--- config.mk ---
export PLATFORM = sky130hd
export DESIGN_NAME = pecu_top
export DESIGN_NICKNAME = d
export VERILOG_FILES = /design/src/pecu_pkg.sv /design/src/pecu_evt_slot.sv /design/src/pecu_top.sv
export SDC_FILE = /design/constraint.sdc
export NUM_CORES = 1
export LEC_CHECK = 0
export BUFFER_PORTS_ARGS = -buffer_cell sky130_fd_sc_hd__buf_4
export CAP_MARGIN = 5
export CORE_MARGIN = 5
export CORE_UTILIZATION = 25
export CTS_BUF_LIST = sky130_fd_sc_hd__clkbuf_8 sky130_fd_sc_hd__clkbuf_16
export CTS_CLUSTER_SIZE = 25
export DETAILED_ROUTE_END_ITERATION = 10
export PLACE_DENSITY = 0.42
export SLEW_MARGIN = 20
export SYNTH_ARGS = -nofsm -noshare
export SYNTH_HDL_FRONTEND = slang
export SYNTH_SLANG_ARGS = --single-unit
--- constraint.sdc ---
create_clock -name clock -period 4.5 [get_ports clock]
set_input_delay 0.9 -clock clock [delete_from_list [all_inputs] [get_ports clock]]
set_output_delay 0.9 -clock clock [all_outputs]
set_load 0.02 [all_outputs]
--- src/pecu_pkg.sv ---
package pecu_pkg;
    localparam logic [11:0] PECU_GRP_CTRL_ADDR = 12'h7D0;
    localparam int PECU_GRP_EN_BIT = 0;
    localparam logic PECU_GRP_EN_RST = 1'b1;
    localparam logic [11:0] PECU_INHIBIT_ADDR = 12'h320;
    localparam logic [11:0] PECU_EVSEL_BASE = 12'h323;
    localparam logic [11:0] PECU_CNT_LO_BASE = 12'hB03;
    localparam logic [11:0] PECU_CNT_HI_BASE = 12'hB83;
    localparam logic [11:0] PECU_CYCLE_LO_ADDR = 12'hB00;
    localparam logic [11:0] PECU_CYCLE_HI_ADDR = 12'hB80;
    localparam logic [11:0] PECU_INSTRET_LO_ADDR = 12'hB02;
    localparam logic [11:0] PECU_INSTRET_HI_ADDR = 12'hB82;
    localparam logic [11:0] PECU_UNUSED_LO_LAST = 12'hB1F;
    localparam logic [11:0] PECU_UNUSED_HI_LAST = 12'hB9F;
    localparam logic [11:0] PECU_UNUSED_SEL_LAST = 12'h33F;
    localparam int PECU_NUM_CNT = 4;
    localparam int PECU_FIRST_CNT = 3;
    localparam int PECU_NUM_EVT = 45;
    localparam logic [5:0] PECU_EVT_MAX = 6'h2C;
    localparam int PECU_INH_CY_BIT = 0;
    localparam int PECU_INH_IR_BIT = 2;
    localparam logic [6:0] PECU_INH_LEGAL = 7'h7D;
    localparam logic [6:0] PECU_INH_RST = 7'h00;
    localparam logic [63:0] PECU_CNT_RST = 64'h0;
    localparam logic [5:0] PECU_SEL_RST = 6'h00;

    typedef logic [PECU_NUM_EVT-1:0][1:0] pecu_evt_t;

    typedef struct packed {
        logic rd;
        logic wr;
        logic [11:0] addr;
        logic [31:0] wdata;
    } pecu_csr_req_t;

    function automatic logic pecu_hit(input logic [11:0] addr, input logic [11:0] base,
                                      input int n);
        return addr == (base + 12'(n));
    endfunction
endpackage

--- src/pecu_evt_slot.sv ---
`timescale 1ns/1ps
module pecu_evt_slot
    import pecu_pkg::*;
#(
    parameter int IDX = 0
) (
    // clock and reset
    input wire logic clock,
    input wire logic reset_n,
    // register access
    input pecu_csr_req_t req,
    // counting
    input wire logic count_en,
    input pecu_evt_t events,
    // state
    output logic [5:0] sel_out,
    output logic [63:0] cnt_out
);
    typedef struct packed {
        logic [5:0] sel;
        logic [63:0] cnt;
    } pecu_slot_state_t;

    pecu_slot_state_t q, d;
    logic wr_lo, wr_hi, wr_sel;
    logic [1:0] inc;

    assign wr_lo = req.wr && pecu_hit(req.addr, PECU_CNT_LO_BASE, IDX);
    assign wr_hi = req.wr && pecu_hit(req.addr, PECU_CNT_HI_BASE, IDX);
    assign wr_sel = req.wr && pecu_hit(req.addr, PECU_EVSEL_BASE, IDX);

    always_comb begin
        d = q;
        // selector 0 is wired to no event
        inc = (count_en && q.sel != 6'h00) ? events[q.sel] : 2'h0;
        d.cnt = q.cnt + 64'(inc);
        // increment first, then the written half overrides it
        if (wr_lo) begin
            d.cnt[31:0] = req.wdata;
        end
        if (wr_hi) begin
            d.cnt[63:32] = req.wdata;
        end
        if (wr_sel) begin
            d.sel = (req.wdata > 32'(PECU_EVT_MAX)) ? PECU_EVT_MAX : req.wdata[5:0];
        end
    end

    always_ff @(posedge clock) begin
        if (!reset_n) begin
            q <= '{sel: PECU_SEL_RST, cnt: PECU_CNT_RST};
        end else begin
            q <= d;
        end
    end

    assign sel_out = q.sel;
    assign cnt_out = q.cnt;
endmodule

--- src/pecu_top.sv ---
`timescale 1ns/1ps
module pecu_top
    import pecu_pkg::*;
(
    // clock and reset
    input wire logic clock,
    input wire logic reset_n,
    // control register access
    input pecu_csr_req_t csr_req,
    output logic [31:0] csr_rdata,
    output logic csr_rvalid,
    // core halt status
    input wire logic power_mgmt_halt_state,
    input wire logic debug_halt_state,
    input wire logic dbg_stopcount,
    // event sources
    input pecu_evt_t events,
    input wire logic [1:0] instr_retired
);
    typedef struct packed {
        logic grp_en;
        logic [6:0] inhibit;
        logic [63:0] cycle;
        logic [63:0] instret;
        logic [31:0] rdata;
        logic rvalid;
    } pecu_top_state_t;

    pecu_top_state_t q, d;
    logic count_ok;
    logic [PECU_NUM_CNT-1:0] slot_en;
    logic [PECU_NUM_CNT-1:0][5:0] sel_w;
    logic [PECU_NUM_CNT-1:0][63:0] cnt_w;
    logic [31:0] rd_mux;

    // pause is not a halt state, so it does not appear here
    assign count_ok = !power_mgmt_halt_state
        && !(debug_halt_state && dbg_stopcount);

    genvar gi;
    generate
        for (gi = 0; gi < PECU_NUM_CNT; gi++) begin : g_slot
            assign slot_en[gi] = count_ok && q.grp_en
                && !q.inhibit[PECU_FIRST_CNT + gi];
            pecu_evt_slot #(.IDX(gi)) u_slot (
                .clock(clock),
                .reset_n(reset_n),
                .req(csr_req),
                .count_en(slot_en[gi]),
                .events(events),
                .sel_out(sel_w[gi]),
                .cnt_out(cnt_w[gi])
            );
        end
    endgenerate

    // counters 7..31 and their selectors have no storage, so they read zero
    always_comb begin
        rd_mux = 32'h0;
        case (csr_req.addr)
            PECU_GRP_CTRL_ADDR: rd_mux = {31'h0, q.grp_en};
            PECU_INHIBIT_ADDR: rd_mux = {25'h0, q.inhibit};
            PECU_CYCLE_LO_ADDR: rd_mux = q.cycle[31:0];
            PECU_CYCLE_HI_ADDR: rd_mux = q.cycle[63:32];
            PECU_INSTRET_LO_ADDR: rd_mux = q.instret[31:0];
            PECU_INSTRET_HI_ADDR: rd_mux = q.instret[63:32];
            default: rd_mux = 32'h0;
        endcase
        for (int i = 0; i < PECU_NUM_CNT; i++) begin
            if (pecu_hit(csr_req.addr, PECU_EVSEL_BASE, i)) begin
                rd_mux = {26'h0, sel_w[i]};
            end
            if (pecu_hit(csr_req.addr, PECU_CNT_LO_BASE, i)) begin
                rd_mux = cnt_w[i][31:0];
            end
            if (pecu_hit(csr_req.addr, PECU_CNT_HI_BASE, i)) begin
                rd_mux = cnt_w[i][63:32];
            end
        end
    end

    always_comb begin
        d = q;
        // the read samples the pre-increment value in this same cycle
        d.rvalid = csr_req.rd;
        d.rdata = csr_req.rd ? rd_mux : q.rdata;
        if (count_ok && !q.inhibit[PECU_INH_CY_BIT]) begin
            d.cycle = q.cycle + 64'h1;
        end
        if (count_ok && !q.inhibit[PECU_INH_IR_BIT]) begin
            d.instret = q.instret + 64'(instr_retired);
        end
        if (csr_req.wr) begin
            case (csr_req.addr)
                PECU_GRP_CTRL_ADDR: d.grp_en = csr_req.wdata[PECU_GRP_EN_BIT];
                PECU_INHIBIT_ADDR: d.inhibit = csr_req.wdata[6:0] & PECU_INH_LEGAL;
                PECU_CYCLE_LO_ADDR: d.cycle[31:0] = csr_req.wdata;
                PECU_CYCLE_HI_ADDR: d.cycle[63:32] = csr_req.wdata;
                PECU_INSTRET_LO_ADDR: d.instret[31:0] = csr_req.wdata;
                PECU_INSTRET_HI_ADDR: d.instret[63:32] = csr_req.wdata;
                default: d.grp_en = q.grp_en;
            endcase
        end
    end

    always_ff @(posedge clock) begin
        if (!reset_n) begin
            q <= '{grp_en: PECU_GRP_EN_RST, inhibit: PECU_INH_RST, cycle: PECU_CNT_RST,
                   instret: PECU_CNT_RST, rdata: 32'h0, rvalid: 1'b0};
        end else begin
            q <= d;
        end
    end

    assign csr_rdata = q.rdata;
    assign csr_rvalid = q.rvalid;

    // true for the counter and selector addresses of counters 7..31, which have no storage behind them
    function automatic logic unused_addr(input logic [11:0] a);
        logic lo_hit;
        logic hi_hit;
        logic sel_hit;
        lo_hit = a > PECU_CNT_LO_BASE + 12'h3 && a <= PECU_UNUSED_LO_LAST;
        hi_hit = a > PECU_CNT_HI_BASE + 12'h3 && a <= PECU_UNUSED_HI_LAST;
        sel_hit = a > PECU_EVSEL_BASE + 12'h3 && a <= PECU_UNUSED_SEL_LAST;
        return lo_hit || hi_hit || sel_hit;
    endfunction

    // either half of one of the free-running counters
    function automatic logic pair_hit(input logic [11:0] a, input logic [11:0] lo,
                                      input logic [11:0] hi);
        return a == lo || a == hi;
    endfunction

    logic cyc_wr;
    logic ir_wr;
    logic [PECU_NUM_CNT-1:0] slot_allowed;
    assign cyc_wr = csr_req.wr
        && pair_hit(csr_req.addr, PECU_CYCLE_LO_ADDR, PECU_CYCLE_HI_ADDR);
    assign ir_wr = csr_req.wr
        && pair_hit(csr_req.addr, PECU_INSTRET_LO_ADDR, PECU_INSTRET_HI_ADDR);
    // a counter may only run when its own inhibit bit is clear
    assign slot_allowed = ~q.inhibit[PECU_FIRST_CNT +: PECU_NUM_CNT];
endmodule

======== After elaboration in Yosys (flattened, before gate mapping) ========
Index checks and enable logic that the tools add are counted.
operators by class
  add/subtract/negate cells ............... 6
  $lt $le $gt $ge ......................... 5
  equal/unequal tests ..................... 18
  multiplexer cells ....................... 41
  reductions and logical operators ........ 39
operators with widths
  cell                                                             number
  two-way mux 32 bit                                               24
  adder 64 x 2 -> 64 bit                                           5
  case mux 32 bit (6 select lines)                                 1
  == test 12 bit (second input constant)                           12
  two-way mux 128 bit                                              1
  two-way mux 64 bit                                               2
  adder 64 x 1 -> 64 bit (second input constant)                   1
  == test 12 x 10 -> 1 bit (second input constant)                 5
  binary-select mux 2 bit (select 6 bit)                           4
  greater-than comparator 32 x 6 -> 1 bit (second input constant)  1
  < comparator 6 x 7 -> 1 bit (second input constant)              4
  logical AND 1 bit                                                25
  nonzero test 6 bit                                               4
  two-way mux 2 bit                                                8
  == test 12 x 11 -> 1 bit (second input constant)                 1
  logical NOT 1 bit                                                8
  two-way mux 6 bit                                                1
  AND reduction 2 bit                                              2
storage, ports and cells
  flip-flop bits (word level) ............. 448
  output and inout bits ................... 33
  logic and storage cells ................. 123

======== Logic depth before layout (Yosys ltp) ========
  word-level depth ........................ 14
  gate-level depth with buffers ........... 19

======== Cells and area by module ========
Synthesis repeated with hierarchy kept, for this count alone.
unflattened totals
  cells, all modules ...................... 3891
  area total of the unflattened synthesis .. 31325.0 um^2
modules (own cells, without submodules)
  module                             times used  cells each  area each (um^2)  sequential area each (um^2)
  pecu_top                           1           1775        12857.3           3363.2
  pecu_evt_slot at g_slot[3].u_slot  1           536         4655.7            1401.3
  pecu_evt_slot at g_slot[0].u_slot  1           525         4645.7            1401.3
  pecu_evt_slot at g_slot[2].u_slot  1           524         4591.9            1401.3
  pecu_evt_slot at g_slot[1].u_slot  1           531         4574.4            1401.3

======== Worst setup path before layout ========
No wires, ideal clock.
  path kind ............................... flip-flop to flip-flop
  start ................................... reg g_slot[1].u_slot.q (netlist bit g_slot[1].u_slot.sel_out[1])
  end ..................................... reg g_slot[1].u_slot.q (netlist bit g_slot[1].u_slot.cnt_out[32])
  library setup time ...................... 70 ps
  data arrival time ....................... 3780 ps
  required time ........................... 4430 ps
  path slack .............................. 650 ps
  cell stages (with the launch flop) ...... 18
  path buffers ............................ 3
  clock period less this slack ............ 3850 ps
  path through ............................ dfxtp_1 -> clkbuf_1 -> clkbuf_1 -> mux4_2 -> nor2b_1 -> a31oi_1 -> a21oi_1 -> a22oi_1 -> a21oi_1 -> ha_1 -> inv_1 -> fa_1 -> or3_1 -> clkbuf_2 -> nor4_1 -> nand4_1 -> xor2_1 -> a21oi_1
on the way
  cells in the longest elaborated chain, start to end .. 5
  elaborated cells between the ends (all ways) .. 7
RTL lines
  element                                                                       RTL line             source
  start, declared                                                               pecu_evt_slot.sv:24  pecu_slot_state_t q, d;
  start signal, assigned                                                        pecu_evt_slot.sv:51  q <= '{sel: PECU_SEL_RST, cnt: PECU_CNT_RST};
  binary-select mux 2 bit (select 6 bit) or nonzero test 6 bit (tied branches)  pecu_evt_slot.sv:35  inc = (count_en && q.sel != 6'h00) ? events[q.sel] : 2'h0;
  two-way mux 2 bit (not written as such) or logical AND 1 bit (tied branches)  pecu_evt_slot.sv:35
  two-way mux 2 bit (*)                                                         pecu_evt_slot.sv:35
  adder 64 x 2 -> 64 bit (*)                                                    pecu_evt_slot.sv:36  d.cnt = q.cnt + 64'(inc);
  two-way mux 32 bit (*)                                                        pecu_evt_slot.sv:41  if (wr_hi) begin
Mark *: on every way between the ends. The rest lies on a longest branch, timed or not. The select of a mux whose other input is x is not followed.
A chain may end at the register's enable or synchronous reset.

======== Final worst setup path ========
  start ................................... reg g_slot[1].u_slot.q (netlist bit g_slot[1].u_slot.sel_out[1])
  end ..................................... reg g_slot[1].u_slot.q (netlist bit g_slot[1].u_slot.cnt_out[38])
The elaborated chain is that of the path after synthesis.

==> results by group <==
Status
  • Status: completed

Placed design
  • GP Congestion: 0.905
  • Placed cell areas: 33,700 um^2
  • Place WS: -0.0792 ns
  • Placed wire-length estimate: 110 mm
  • PortBufs: 175

Clock network
  • CTS buffer count: 55
  • Postcts setup bufs: 0
  • Root Driver: clkbuf_16
  • CTS tree: yes
  • Clk slew on worst S/H paths: 0.06 ns
  • PostCTS Resize Cnt: 0
  • Clk buf depth: 3
  • Clk_lat worst skew: 0.64 ns
  • CTS Hold Bufs: 0
  • CTS sink cnt: 448
  • H-tree levels: 2

Flow run
  • Max Cap Violations: 0

Die
  • Die width: 358 um
  • I/O pin count: 176
  • Initial Util: 25.2%
  • # rows: 127
  • Core ar.: 120,000 um^2
  • Die H: 358 um
  • Die Area: 128,000 um^2

Final layout
  • Area Overhead vs Synth: 17.1%
  • Fin nets: 3,952
  • Fill cells: 13,000
  • Share of layout cells above drive strength 1: 15.9%
  • Final core occ: 29.5%
  • Design Area, Final: 35,500 um^2

STA
  • Fin. Hold Viols: 0
  • Final Setup Violations: 0
  • Final slew viol count: 0
  • Slew @ Worst Pin: 1.06 ns
  • Hold_ws: 0.507 ns
  • Slew headroom: 28.8%
  • Final Cycle Share: 95.0%
  • Max Freq: 234 MHz
  • Total negative slack: 0 ns
  • RSZ-0062 raised after global routing: no
  • Setup WS post-layout: 0.224 ns
  • Min Clock Period, post-route: 4.28 ns
  • Clock Skew: 0.0178 ns

Power
  • Cell Pwr Density: 262 nW/um^2
  • VDD IR max: 0.000263 V
  • LEAKAGE: 11.1 nW

Setup path
  • R2r worst-path depth: 13
  • Critical path endpoint category: flop
  • Critical path class: reg -> reg
  • Critical Path Start Type: flop
  • Worst reg2reg setup slack: 0.22 ns
  • Max Fanout on Critical Path: 9
  • Critical Path AT: 4.81 ns
  • Max incr delay on CP: 0.64 ns
  • Crit-path cells: mux4_2 -> nor2b_1 -> a31oi_1 -> a21oi_1 -> a22oi_1 -> a21oi_1 -> ha_1 -> inv_1 -> fa_1 -> or3_1 -> or2_1 -> or3_1 -> a311oi_1
  • CP max stage cell: dfxtp_1
  • WP data required: 5.04 ns

Worst hold path
  • Hold crit path type: reg -> reg
  • Worst hold path depth: 2

Synthesis
  • Synth Area in Adders: 0.785%
  • Largest family of logic cells by synthesized area: compound AO/OA/AOI/OAI gates
  • Post-Synth XOR/XNOR Area: 10.4%
  • Mux cell area share after synthesis: 9.25%
  • Fraction of registers with async set/reset: 0%
  • Yosys reg bits: 448
  • Syn Inst Count: 3,741
  • Avg Inst Size Synth: 8.10 um^2
  • Post-synthesis compound-gate area fraction: 22.4%
  • Synthesized area: 30,300 um^2
  • Synth Net Count: 3,900
  • Post-synthesis sequential area ratio: 29.6%
  • Cell accounting for the most synthesized area: dfxtp_1
  • Post-synth top area share: 29.6%
  • Synth warnings: 0
  • Yosys cell types: 91
  • Most used DFF post-synth: dfxtp_1
  • Simple-gate share of the synthesized area: 21.9%
  • Most common cell in the netlist: dfxtp_1
  • Most instantiated cells after synthesis: dfxtp_1 (448), o21ai_0 (355), a21oi_1 (317), nor2_1 (298), nand2_1 (252)
  • Post-synth EDFFs: 0
  • Area contributors post-synth: dfxtp_1 (30%), mux4_2 (7.7%), o21ai_0 (5.9%), xor2_1 (5.5%), a21oi_1 (5.2%)

Routing
  • Avg WL per Cell: 27.6 um
  • Via count: 30,400
  • Drt pass-1 iters: 5
  • Vias per inst: 5.57
  • Initial DRC Count: 2,940
  • Aggregate routed wire length: 150 mm
  • Antenna-violating nets left: 0
  • DRC Markers: 0

Global routing
  • Vias in the first global route: 29,300
  • Gr usage total: 22.8%
  • Overflow after GRT: 0
  • Largest net degree at the start of global routing: 169
  • First-pass GRT wire length: 217 mm
  • Initial antenna violation count: 11
final cells by class:
| class | instances | area (um^2) | area share (%) |
|---|---|---|---|
| antenna | 5 | 12.5 | 0.0353 |
| clock buffer | 74 | 1660 | 4.68 |
| clock inverter | 21 | 109 | 0.307 |
| inverter | 54 | 208 | 0.586 |
| multi-input combinational | 2897 | 19700 | 55.6 |
| sequential | 448 | 8970 | 25.3 |
| tap | 1612 | 2020 | 5.69 |
| timing repair buffer | 337 | 2760 | 7.79 |
final timing paths:
check | start | to
worst max-delay path | g_slot[1].u_slot.sel_out[1]$_SDFFE_PN0P_ | g_slot[1].u_slot.cnt_out[38]$_SDFF_PN0_
worst min-delay path | q[168]$_SDFFE_PN1P_ | q[168]$_SDFFE_PN1P_
worst max register to register | g_slot[1].u_slot.sel_out[1]$_SDFFE_PN0P_ | g_slot[1].u_slot.cnt_out[38]$_SDFF_PN0_
worst min register to register | q[168]$_SDFFE_PN1P_ | q[168]$_SDFFE_PN1P_
metal layers:
| metal | global-route usage, % | vias to the layer above | share of wire [%] |
|---|---|---|---|
| li1 | - | 14000 | - |
| met2 | 36.5 | 1162 | 46 |
| met5 | 0 | - | 0.047 |
| met1 | 31.4 | 15000 | 45 |
| met4 | 7.46 | 6 | 3.6 |
| met3 | 3.36 | 237 | 6.1 |
worst max-delay path, delay by kind of cell (launching register included):
kind / cells / cell delay (ns)
buf+inv: 1 / 0.06
fa+ha+maj: 2 / 0.62
compound gates: 5 / 1.01
simple gates: 4 / 1.52
mux: 1 / 0.31
flops: 1 / 0.64
cell families after synthesis:
family / after synthesis
flip-flops: 448
AND/OR/NAND/NOR: 1260
multiplexers: 148
XOR/XNOR: 359
adder cells (fa/ha/maj): 16
buffers and inverters: 396
AO/OA/AOI/OAI: 1114
metrics by stage:
step           total power (W)  std cells
2_1_floorplan          0.00441       3741
3_3_place_gp           0.00483       5348
3_5_place_dp           0.00483       5348
4_1_cts                0.00936       5443
5_1_grt                0.00955       5443
6_report               0.00928       5448
sequential cells by signal, indices dropped and copies added, names as in the netlist:
signal / flops
g_slot.u_slot.cnt_out: 256
q: 135
csr_rdata: 32
g_slot.u_slot.sel_out: 24
csr_rvalid: 1
layout by cell type (no fill, tap or decap), drive strengths merged, types with 128 or more instances in the layout:
master / netlist / layout
dfxtp: 448 / 448
o21ai: 359 / 359
buf: 105 / 336
a21oi: 317 / 317
nor2: 301 / 301
nand2: 252 / 252
nand3: 207 / 207
xor2: 191 / 191
xnor2: 168 / 168
a211oi: 128 / 128
power breakdown:
group	switching (W)	internal (W)	leakage, nW
registers	0.00000721	0.00397	3.61
logic	0.000519	0.000255	6.59
clock network	0.00194	0.00259	0.941
(Power assumes the default switching activity.)
